File: config.mk
export PLATFORM = sky130hd
export DESIGN_NAME = radio_front_end_ctrl
export DESIGN_NICKNAME = d
export VERILOG_FILES = /design/src/logic/radio_front_end_pkg.sv /design/src/logic/pin_sync.sv /design/src/logic/radio_front_end_ctrl.sv
export VERILOG_INCLUDE_DIRS = /design/src /design/src/logic
export SDC_FILE = /design/constraint.sdc
export NUM_CORES = 1
export LEC_CHECK = 0
export ABC_CLOCK_PERIOD_IN_PS = 2500
export BUFFER_PORTS_ARGS = -buffer_cell sky130_fd_sc_hd__buf_2
export CORE_UTILIZATION = 50
export CTS_CLUSTER_DIAMETER = 60
export DETAILED_ROUTE_END_ITERATION = 16
export PLACE_DENSITY_LB_ADDON = 0.25
export SLEW_MARGIN = 25
export SYNTH_ARGS = -nofsm -noshare
export SYNTH_HDL_FRONTEND = slang
export SYNTH_SLANG_ARGS = --single-unit
File: constraint.sdc
create_clock -name pclk -period 2.5 [get_ports pclk]
set_input_delay 0.25 -clock pclk [delete_from_list [all_inputs] [get_ports pclk]]
set_output_delay 0.25 -clock pclk [all_outputs]
set_load 0.01 [all_outputs]
File: src/logic/radio_front_end_params.svh
/*
  Offsets, field positions, reset values and timing counts for the
  front-end mode and calibration control block. Assumes a 32-bit APB.
*/
`ifndef RADIO_FRONT_END_PARAMS_SVH
`define RADIO_FRONT_END_PARAMS_SVH
// Register byte offsets
`define CTRL_OFF     12'h000
`define RF_OFF       12'h004
`define IF_OFF       12'h008
`define STAT_OFF     12'h00C
// Control register fields
`define PS_LSB       0
`define BAND_BIT     2
`define IFFRAC_BIT   3
`define HALF_BIT     4
// Synthesizer register fields, shared by RF and IF
`define CC_LSB       0
`define SUB_LSB      8
`define NUM_LSB      16
`define MOD_LSB      24
// Reset values
`define PS_RST       2'h0
`define BAND_RST     1'h0
`define IFFRAC_RST   1'h0
`define HALF_RST     1'h1
`define RF_CC_RST    5'h0A
`define RF_SUB_RST   3'h0
`define RF_NUM_RST   7'h30
`define RF_MOD_RST   7'h4F
`define IF_CC_RST    5'h10
`define IF_SUB_RST   3'h2
`define IF_NUM_RST   7'h20
`define IF_MOD_RST   7'h4F
// Calibration timing: longest run, ticks of 1 us at 100 MHz
`define CLK_NS       10
`define CAL_TICK_NS  1000
`define CAL_TICKS    68
`define CAL_CYCLES   ((`CAL_TICKS * `CAL_TICK_NS) / `CLK_NS)
`endif

File: src/logic/radio_front_end_pkg.sv
/*
  Types for the front-end mode and calibration control block.
  Assumes nothing of its surroundings.
*/
package radio_front_end_pkg;
  // Calibration sequence
  typedef enum logic [1:0] {
    CAL_IDLE,
    CAL_RUN,
    CAL_HOLD
  } cal_state_t;
endpackage

File: src/logic/pin_sync.sv
/*
  Three-stage synchroniser for a group of pin inputs.
  Assumes pins are asynchronous to pclk; a change is passed on once
  the second and third stages agree.
*/
`timescale 1ns/1ps
module pin_sync #(
  parameter int WIDTH = 4
) (
  input  wire logic             pclk,
  input  wire logic             presetn,
  input  wire logic [WIDTH-1:0] pin_in,
  output logic      [WIDTH-1:0] pin_out
);
  // Refuse an empty pin group at elaboration
  if (WIDTH < 1) $error("pin_sync: WIDTH must be at least 1");

  // One chain per pin; only stage two reads stage one
  for (genvar i = 0; i < WIDTH; i++) begin : g_bit
    logic s1_q;
    logic s2_q;
    logic s3_q;
    always_ff @(posedge pclk or negedge presetn) begin
      if (!presetn) begin
        s1_q       <= 1'b0;
        s2_q       <= 1'b0;
        s3_q       <= 1'b0;
        pin_out[i] <= 1'b0;
      end else begin
        s1_q <= pin_in[i];
        s2_q <= s1_q;
        s3_q <= s2_q;
        if (s2_q == s3_q) pin_out[i] <= s3_q;
      end
    end
  end
endmodule

File: src/logic/radio_front_end_ctrl.sv
/*
  Mode decoder, front-end power outputs, receive offset calibration
  sequencer and synthesizer settings, with an APB register slave.
  Assumes pins and lock flags are asynchronous to pclk, a 100 MHz pclk,
  and a zero-wait APB master.
*/
// Added by the designer: the address map and the APB register port.
`timescale 1ns/1ps
`include "radio_front_end_params.svh"

// Summary of operation
// - Pin low: amps off, front end asleep, band low, everything off.
// - Standby: oscillator and port on; synths, TX, RX off; outputs idle.
// - Idle: synthesizers on, TX and RX off, outputs as in standby.
// - Active, amp enable low: front end awake, band follows choice.
// - Active receive: RX on, TX off, amps off, band from choice.
// - Transmit on band A: amp A on, amp B off, band high.
// - Transmit on band B: amp B on, amp A off, band low.
// - Calibration start puts front end asleep until done, trigger low or receive mode left.
// - Calibration runs only in receive active mode.
// - Status is low while calibration runs, high again when done.
// - RF divider is 8*(coarse+3) minus subtract, fraction num/(mod+1).
// - RF fields default to halving 1, 10, 0, 48 and 79.
// - IF synthesizer defaults to integer mode.
// - Band choice 1 selects band A, 0 selects band B.
// - Fractional IF acts only in idle or active mode.
// - Fields take defaults at power-up and at each chip-on rise.
module radio_front_end_ctrl #(
  parameter int AW         = 12,
  parameter int CAL_CYCLES = `CAL_CYCLES
) (
  input  wire logic          pclk,
  input  wire logic          presetn,
  input  wire logic          psel,
  input  wire logic          penable,
  input  wire logic          pwrite,
  input  wire logic [AW-1:0] paddr,
  input  wire logic [31:0]   pwdata,
  output logic      [31:0]   prdata,
  output logic               pready,
  output logic               pslverr,
  input  wire logic          chip_on_pin,
  input  wire logic          tx_rx_select,
  input  wire logic          amp_enable_pin,
  input  wire logic          offset_cal_trigger,
  input  wire logic          rf_locked,
  input  wire logic          if_locked,
  output logic               amp_off_band_a,
  output logic               amp_off_band_b,
  output logic               front_end_sleep,
  output logic               band_select_out,
  output logic               tx_on,
  output logic               rx_on,
  output logic               synth_on,
  output logic               osc_on,
  output logic               serial_on,
  output logic               cal_active,
  output logic               if_frac_active,
  output logic               status,
  output logic               ref_halving,
  output logic [8:0]         rf_int_div,
  output logic [6:0]         rf_numerator,
  output logic [6:0]         rf_modulus,
  output logic [4:0]         if_coarse_count,
  output logic [2:0]         if_subtract,
  output logic [6:0]         if_numerator,
  output logic [6:0]         if_modulus
);
  localparam int CW = $clog2(CAL_CYCLES + 1);
  // Refuse sizes the decode and counter cannot serve
  if (AW < 4) $error("radio_front_end_ctrl: AW must be at least 4");
  if (CAL_CYCLES < 2) $error("radio_front_end_ctrl: CAL_CYCLES below 2");

  typedef struct packed {
    logic [1:0]          power_state;
    logic                band_choice;
    logic                if_fractional_on;
    logic                ref_halving;
    logic [4:0]          rf_coarse_count;
    logic [2:0]          rf_subtract;
    logic [6:0]          rf_numerator;
    logic [6:0]          rf_modulus;
    logic [4:0]          if_coarse_count;
    logic [2:0]          if_subtract;
    logic [6:0]          if_numerator;
    logic [6:0]          if_modulus;
    radio_front_end_pkg::cal_state_t cal;
    logic [CW-1:0]       cnt;
    logic                on_prev, trig_prev;
    logic                amp_a;
    logic                amp_b;
    logic                fe_sleep;
    logic                bsel;
    logic                tx, rx;
    logic                syn, osc;
    logic                stat;
    logic                iffrac;
    logic [8:0]          rf_int;
    logic [31:0]         rdata;
    logic                err;
  } state_t;

  localparam state_t S_RST = '{
    power_state:      `PS_RST,
    band_choice:      `BAND_RST,
    if_fractional_on: `IFFRAC_RST,
    ref_halving:      `HALF_RST,
    rf_coarse_count:  `RF_CC_RST,
    rf_subtract:      `RF_SUB_RST,
    rf_numerator:     `RF_NUM_RST,
    rf_modulus:       `RF_MOD_RST,
    if_coarse_count:  `IF_CC_RST,
    if_subtract:      `IF_SUB_RST,
    if_numerator:     `IF_NUM_RST,
    if_modulus:       `IF_MOD_RST,
    cal:              radio_front_end_pkg::CAL_IDLE,
    amp_a:            1'b1,
    amp_b:            1'b1,
    fe_sleep:         1'b1,
    rf_int:           9'h068,
    default:          '0
  };

  state_t     s_q;
  state_t     s_d;
  logic [5:0] sync_s;
  logic       on_s, tr_s, pae_s, trig_s, lock_s;
  logic       active, rx_act, tx_mode;
  logic       setup, wr_en, hit;

  // Pins and lock flags into the pclk domain
  pin_sync #(.WIDTH(6)) u_sync (
    .pclk    (pclk),
    .presetn (presetn),
    .pin_in  ({if_locked, rf_locked, offset_cal_trigger,
               amp_enable_pin, tx_rx_select, chip_on_pin}),
    .pin_out (sync_s)
  );
  assign on_s   = sync_s[0];
  assign tr_s   = sync_s[1];
  assign pae_s  = sync_s[2];
  assign trig_s = sync_s[3];
  assign lock_s = sync_s[4] & sync_s[5];

  // Mode decode from pin and power field
  assign active  = on_s & (s_q.power_state == 2'h3);
  assign rx_act  = active & ~tr_s;
  assign tx_mode = active & tr_s & pae_s;
  assign setup   = psel & ~penable;
  assign wr_en   = psel & penable & pwrite;
  assign hit     = (paddr == AW'(`CTRL_OFF)) | (paddr == AW'(`RF_OFF))
                 | (paddr == AW'(`IF_OFF)) | (paddr == AW'(`STAT_OFF));

  // Next state: registers, calibration, outputs, bus answer
  always_comb begin
    s_d           = s_q;
    // Chip-on rise restores every field; bus answer kept
    if (on_s && !s_q.on_prev) begin
      s_d       = S_RST;
      s_d.rdata = s_q.rdata;
      s_d.err   = s_q.err;
    end
    s_d.on_prev   = on_s;
    s_d.trig_prev = trig_s;
    // Writes land in access phase; refused asleep or at chip-on rise
    if (wr_en && on_s && s_q.on_prev) begin
      if (paddr == AW'(`CTRL_OFF)) begin
        s_d.power_state      = pwdata[`PS_LSB +: 2];
        s_d.band_choice      = pwdata[`BAND_BIT];
        s_d.if_fractional_on = pwdata[`IFFRAC_BIT];
        s_d.ref_halving      = pwdata[`HALF_BIT];
      end
      if (paddr == AW'(`RF_OFF)) begin
        s_d.rf_coarse_count = pwdata[`CC_LSB +: 5];
        s_d.rf_subtract     = pwdata[`SUB_LSB +: 3];
        s_d.rf_numerator    = pwdata[`NUM_LSB +: 7];
        s_d.rf_modulus      = pwdata[`MOD_LSB +: 7];
      end
      if (paddr == AW'(`IF_OFF)) begin
        s_d.if_coarse_count = pwdata[`CC_LSB +: 5];
        s_d.if_subtract     = pwdata[`SUB_LSB +: 3];
        s_d.if_numerator    = pwdata[`NUM_LSB +: 7];
        s_d.if_modulus      = pwdata[`MOD_LSB +: 7];
      end
    end
    // Calibration sequence, restarts need a fresh trigger edge
    case (s_q.cal)
      radio_front_end_pkg::CAL_IDLE: begin
        s_d.cnt = '0;
        if (trig_s && !s_q.trig_prev && rx_act) begin
          s_d.cal = radio_front_end_pkg::CAL_RUN;
        end
      end
      radio_front_end_pkg::CAL_RUN: begin
        if (!trig_s || !rx_act) begin
          s_d.cal = radio_front_end_pkg::CAL_IDLE;
        end else if (s_q.cnt == CW'(CAL_CYCLES - 1)) begin
          s_d.cal = radio_front_end_pkg::CAL_HOLD;
        end else begin
          s_d.cnt = s_q.cnt + CW'(1);
        end
      end
      radio_front_end_pkg::CAL_HOLD: begin
        // Result kept while trigger high and not asleep
        if (!trig_s || !on_s) s_d.cal = radio_front_end_pkg::CAL_IDLE;
      end
      default: s_d.cal = radio_front_end_pkg::CAL_IDLE;
    endcase
    // Front-end drive from mode and calibration
    s_d.amp_a    = ~(tx_mode & s_q.band_choice);
    s_d.amp_b    = ~(tx_mode & ~s_q.band_choice);
    s_d.fe_sleep = ~active | (s_d.cal == radio_front_end_pkg::CAL_RUN);
    s_d.bsel     = active & s_q.band_choice;
    s_d.tx       = active & tr_s;
    s_d.rx       = active & ~tx_mode;
    s_d.syn      = on_s & s_q.power_state[0];
    s_d.osc      = on_s;
    s_d.iffrac   = s_q.if_fractional_on & s_d.syn;
    s_d.stat     = lock_s & s_d.syn
                 & (s_d.cal != radio_front_end_pkg::CAL_RUN);
    // RF integer divide: 8*(coarse+3) - subtract
    s_d.rf_int   = ({4'h0, s_q.rf_coarse_count} + 9'h003) * 9'h008
                 - {6'h00, s_q.rf_subtract};
    // Read data and error taken in the setup phase
    if (setup) begin
      s_d.err   = ~hit | (pwrite & (~on_s | (paddr == AW'(`STAT_OFF))));
      s_d.rdata = '0;
      if (!pwrite && paddr == AW'(`CTRL_OFF)) begin
        s_d.rdata[`PS_LSB +: 2]  = s_q.power_state;
        s_d.rdata[`BAND_BIT]     = s_q.band_choice;
        s_d.rdata[`IFFRAC_BIT]   = s_q.if_fractional_on;
        s_d.rdata[`HALF_BIT]     = s_q.ref_halving;
      end
      if (!pwrite && paddr == AW'(`RF_OFF)) begin
        s_d.rdata[`CC_LSB +: 5]  = s_q.rf_coarse_count;
        s_d.rdata[`SUB_LSB +: 3] = s_q.rf_subtract;
        s_d.rdata[`NUM_LSB +: 7] = s_q.rf_numerator;
        s_d.rdata[`MOD_LSB +: 7] = s_q.rf_modulus;
      end
      if (!pwrite && paddr == AW'(`IF_OFF)) begin
        s_d.rdata[`CC_LSB +: 5]  = s_q.if_coarse_count;
        s_d.rdata[`SUB_LSB +: 3] = s_q.if_subtract;
        s_d.rdata[`NUM_LSB +: 7] = s_q.if_numerator;
        s_d.rdata[`MOD_LSB +: 7] = s_q.if_modulus;
      end
      if (!pwrite && paddr == AW'(`STAT_OFF)) begin
        s_d.rdata[11:0] = {s_q.cal, s_q.iffrac, s_q.syn, s_q.rx,
                           s_q.tx, s_q.bsel, s_q.fe_sleep, s_q.amp_b,
                           s_q.amp_a, s_q.stat, on_s};
      end
    end
  end

  // State register
  always_ff @(posedge pclk or negedge presetn) begin
    if (!presetn) begin
      s_q <= S_RST;
    end else begin
      s_q <= s_d;
    end
  end

  // Outputs straight from the state register; pready tied high
  assign pready          = 1'b1;
  assign prdata          = s_q.rdata;
  assign pslverr         = s_q.err;
  assign amp_off_band_a  = s_q.amp_a;
  assign amp_off_band_b  = s_q.amp_b;
  assign front_end_sleep = s_q.fe_sleep;
  assign band_select_out = s_q.bsel;
  assign tx_on           = s_q.tx;
  assign rx_on           = s_q.rx;
  assign synth_on        = s_q.syn;
  assign osc_on          = s_q.osc;
  assign serial_on       = s_q.osc;
  assign cal_active      = (s_q.cal != radio_front_end_pkg::CAL_IDLE);
  assign if_frac_active  = s_q.iffrac;
  assign status          = s_q.stat;
  assign ref_halving     = s_q.ref_halving;
  assign rf_int_div      = s_q.rf_int;
  assign rf_numerator    = s_q.rf_numerator;
  assign rf_modulus      = s_q.rf_modulus;
  assign if_coarse_count = s_q.if_coarse_count;
  assign if_subtract     = s_q.if_subtract;
  assign if_numerator    = s_q.if_numerator;
  assign if_modulus      = s_q.if_modulus;
endmodule

### Word level (Yosys, flattened, before mapping)

Cells that the tools add are included.

* muxes and demuxes: 24
* equal/unequal tests: 15
* add/subtract/negate cells: 3
* reductions and logical operators: 20
* bitwise operators: 32

Operator list (count)
* $mux W118: 1
* $mux W49: 1
* $mux W22: 2
* $mux W33: 1
* $mux W7: 4
* $mux W13: 2
* $pmux W13 S2: 1
* $eq A12 B4 Y1 const B: 2
* $mux W5: 4
* $and A1 B1 Y1: 17
* $add A13 B1 Y13 const B: 1
* $eq A13 B13 Y1 const B: 1
* $eq A12 B3 Y1 const B: 1
* $logic_not A12 Y1: 1
* $mux W12: 1
* $logic_and A1 B1 Y1: 9
* $not A1 Y1: 9
* $sub A9 B3 Y9: 1
* $mux W2: 4
* $add A5 B2 Y6 const B: 1
* $eq A1 B1 Y1: 6
* $logic_not A1 Y1: 6
* $mux W3: 2
* $or A1 B1 Y1: 6
* other kinds (7): 10

* register bits: 141
* input bits: 55

### Logic depth before layout (Yosys ltp)

* depth after elaboration: 9
* gate-level depth with buffers: 8
* gate-level depth less buffers: 6

### By module

A second synthesis with hierarchy kept.

* cell total of the unflattened synthesis: 602
* area, all modules: 6571.3 um2

Modules (own cells, without submodules)
* radio_front_end_ctrl: seq. area each 2807.7 um2, instances 1, cells an instance 572, area an instance 5903.2 um2
* pin_sync: seq. area each 600.6 um2, instances 1, cells an instance 30, area an instance 668.1 um2

### Least setup slack after synthesis

No wires, ideal clock.

* kind: register -> register
* start: reg s_q[54] (netlist name)
* end: reg s_q[62] (netlist name)
* setup slack: 0.652 ns
* arrival: 1.718 ns
* period minus slack after synthesis: 1.848 ns
* stages on the path, launching flop included: 9
* path buffers: 2
* library setup time: 0.130 ns
* cell sequence: dfrtp_1 ha_1 and3_1 nand4b_4 nor2b_1 buf_2 buf_4 a32oi_1 o21ai_0

RTL lines
* from (decl): RTL line radio_front_end_ctrl.sv:124 `state_t s_q;`
* from (signal assigned): RTL line radio_front_end_ctrl.sv:257 `s_q <= S_RST;`
* from (signal assigned): RTL line radio_front_end_ctrl.sv:259 `s_q <= s_d;`

==> impl_metrics.tcl <==
set metrics [dict create \
    dp_hpwl_um 9640 \
    placed_cells 837 \
    fillers 1045 \
    drcViolationCount 0 \
    routedWlPerCell_um 16.2 \
    p_leak_nw 3.51 \
    multiInputGateArea_sq_mm 0.00222 \
    grt_overflow_total 0 \
    syn2layout_area_growth_pct 15.2 \
    slew_headroom_pct 52.7 \
    min_path_type "in -> reg" \
    via_count 4709 \
    finalClockSkew_ns 0.0130 \
    finalSetupViolCount 0 \
    rsz0062_at_grt "no" \
    gp_congestion 0.860 \
    ff_latch_area_sq_mm 0.00341 \
    drt_iter0_markers 348 \
    wl_met1_um 6220 \
    io_pins 147 \
    required_ns 2.83 \
    coreArea_sq_mm 0.0122 \
    cp-end-kind "flip-flop" \
    ys_async_sr_fraction_pct 100 \
    final_area_sq_mm 0.00733 \
    tightest_slew_ns 0.710 \
    portBuffers 129 \
    fin_cells 876 \
    grtUsageTotal_pct 22.8 \
    root_buffer "clkbuf_16" \
    crit_chain "ha_1, and3_1, nand4b_4, buf_4, a211oi_2, a21oi_1, mux2i_1" \
    diodes 0 \
    setup_ws_ns 0.314 \
    crit_buf_inv 1 \
    dp_slack_ns 0.145 \
    grt_antenna_before_repair 0 \
    finalSetupTns_ns 0 \
    synth_area_sq_mm 0.00637 \
    cp_slowest_cell "a211oi_2" \
    cts.clk_slew.worst_paths_ns 0.06 \
    ant_nets 0 \
    fp.dieW_um 115 \
    maxCapViolations 0 \
    fin_crit_ns 2.19 \
    slew_violations 0 \
    ys_seq_area_share_pct 53.5 \
    layout_commonest_cell "buf_2" \
    finalNetCount 755 \
    crit_fanout 8 \
    crit_type "reg -> reg" \
    ir_worst_vdd_uv 630 \
    start_util_pct 52.1 \
    maxUsedRoutingLayer "met4" \
    viasPerCell 5.38 \
    period_share_pct 87.5 \
    placed_area_sq_mm 0.00667 \
    drt-pass1-iter-count 5 \
    rows 40 \
    synth-main-ff-cell "dfrtp_1" \
    cts_tree "built" \
    critPathLaunchType "flip-flop" \
    clk_latency_ns 0.42 \
    power_mw 4.92 \
    synth.distinct_cells 51 \
    synth-seq-cells 135 \
    worstPathArrival_ns 2.52 \
    p_per_area_mw_per_mm2 671 \
    hold_viol_final 0 \
    grt_max_degree 67 \
    synth_enable_flop_cells 0 \
    h-tree-depth 4 \
    syn_inst 628 \
    cts_setup_buffers 0 \
    slowest_delay_ns 0.55 \
    grt_pass1_vias 4424 \
    final_cell_mix "128 x buf_2, 122 x nand2_1, 111 x dfrtp_1, 47 x o21ai_0, 28 x nor2_1" \
    wl_met2_um 6820 \
    cts_buffer_depth 2 \
    status "complete, no violations" \
    yosys_warnings 0 \
    numCtsBuffers 17 \
    grt_pass1_wl_um 22700 \
    wl_um 14200 \
    drive_gt1_share_pct 31.5 \
    die_h_um 115 \
    clock-sinks 135 \
    dieArea_sq_mm 0.0132 \
    avgSynthCellArea_sq_um 10.1 \
    max_clock_freq_mhz 457 \
    dr_wl_met3_um 917 \
    cp_top_family "compound AO/OA/AOI/OAI gates" \
]
==> cells in the mapped netlist (3+ instances only) <==
library cell  instances  share of area (%)
dfrtp_1             111                 44
buf_2                13                1.0
nor3b_1               3               0.35
a21oi_1              15                1.2
nand2_1             122                7.2
nand3_1              19                1.5
nor2_1               28                1.7
buf_4                81                9.6
nor3_2                4               0.63
a31oi_1               4               0.39
o22ai_1               3               0.29
xor2_1                5               0.69
dfstp_2              24                9.9
o21ai_1               7               0.55
o31ai_1               7               0.83
nor3_1                6               0.47
nand2b_1              6               0.59
mux4_2                5                1.8
and2_1                4               0.39
ha_1                  5               0.98
nor2b_1               3               0.29
xnor2_1               3               0.41
nand4_1               7               0.69
clkbuf_1             14               0.83
mux2i_1               4               0.63
a22o_1                7               0.96
a22oi_1              17                2.0
inv_1                12               0.71
maj3_1                6               0.94
o21ai_0              47                3.7
and3_1                4               0.39
nand4b_1              3               0.41
mux2_2                3               0.53
==> state kept, by name (all words and copies together), names as in the netlist, 3 cells and up <==
signal / cells
u_sync.g_bit.s3_q: 6
u_sync.pin_out: 6
prdata: 26
if_modulus: 7
if_coarse_count: 5
rf_numerator: 7
rf_int_div: 9
u_sync.g_bit.s1_q: 6
rf_modulus: 7
s_q: 28
u_sync.g_bit.s2_q: 6
if_numerator: 7
if_subtract: 3
==> logic make-up (layout without fill, tap and decap cells) <==
family	Yosys count	count (layout)	share of synthesized area, %
muxes	12	12	2.93
and+or+nand+nor	223	223	17.1
DFF	135	135	53.5
buffers and inverters	122	197	12.2
AOI/OAI and AO/OA	115	115	11.0
other	2	7	0.118
adders and majority gates	11	11	1.93
xor gates and xnor gates	8	8	1.10
==> final timing paths <==
kind | start | end | slack [ns] | depth (start not counted)
worst max register to register | s_q[54] | s_q[56] | 0.31 | 7
worst min-delay path | pwdata[3] | if_coarse_count[3] | 0.05 | 3
max in group asynchronous | presetn | rf_int_div[6] | 1.34 | 3
worst max-delay path | s_q[54] | s_q[56] | 0.31 | 7
min in group asynchronous | presetn | prdata[25] | 0.35 | 2
worst min register to register | u_sync.g_bit[1].s1_q | u_sync.g_bit[1].s2_q | 0.35 | 0
==> area by class of cell <==
cell class | instances | share of cell area [%]
repair buffers | 153 | 11.7
inverters | 12 | 0.614
clock buffers | 20 | 6.37
clock inverters | 12 | 1.72
flip-flops and latches | 135 | 46.5
multi-input cells | 376 | 30.2
well taps | 168 | 2.87
==> power by group <==
group	switching [mW]	total [mW]	internal (mW)
combinational	0.148	0.224	0.0756
clock	0.920	2.46	1.54
sequential	0.0200	2.24	2.22
==> stage by stage <==
stage / utilization [%] / hold WS (ns)
finish: 60.0 / 0.0478
global route: 60.0 / 0.0384
CTS: 60.0 / 0.0422
detailed placement: 54.6 / 0.263
global placement: 54.6 / 0.254
floorplan: - / -0.0456
==> worst min-delay path, stage by stage <==
cell and delay, ns:
buf_2 0.08, nand2_1 0.04, o21ai_0 0.06
==> timing repair <==
action	in CTS	in global routing
endpoints found under the hold margin	32	0
hold buffers	7	0
gates resized for setup	0	1
endpoints found under the setup margin	0	3
==> routing by layer <==
| layer | vias to the layer above | global-route usage [%] |
|---|---|---|
| met4 | 0 | 7.62 |
| met2 | 182 | 35.8 |
| met1 | 2300 | 30.9 |
| met3 | 20 | 6.17 |
| li1 | 2207 | - |
| met5 | - | 0 |
No activity file was read; power rests on OpenSTA's default activity.
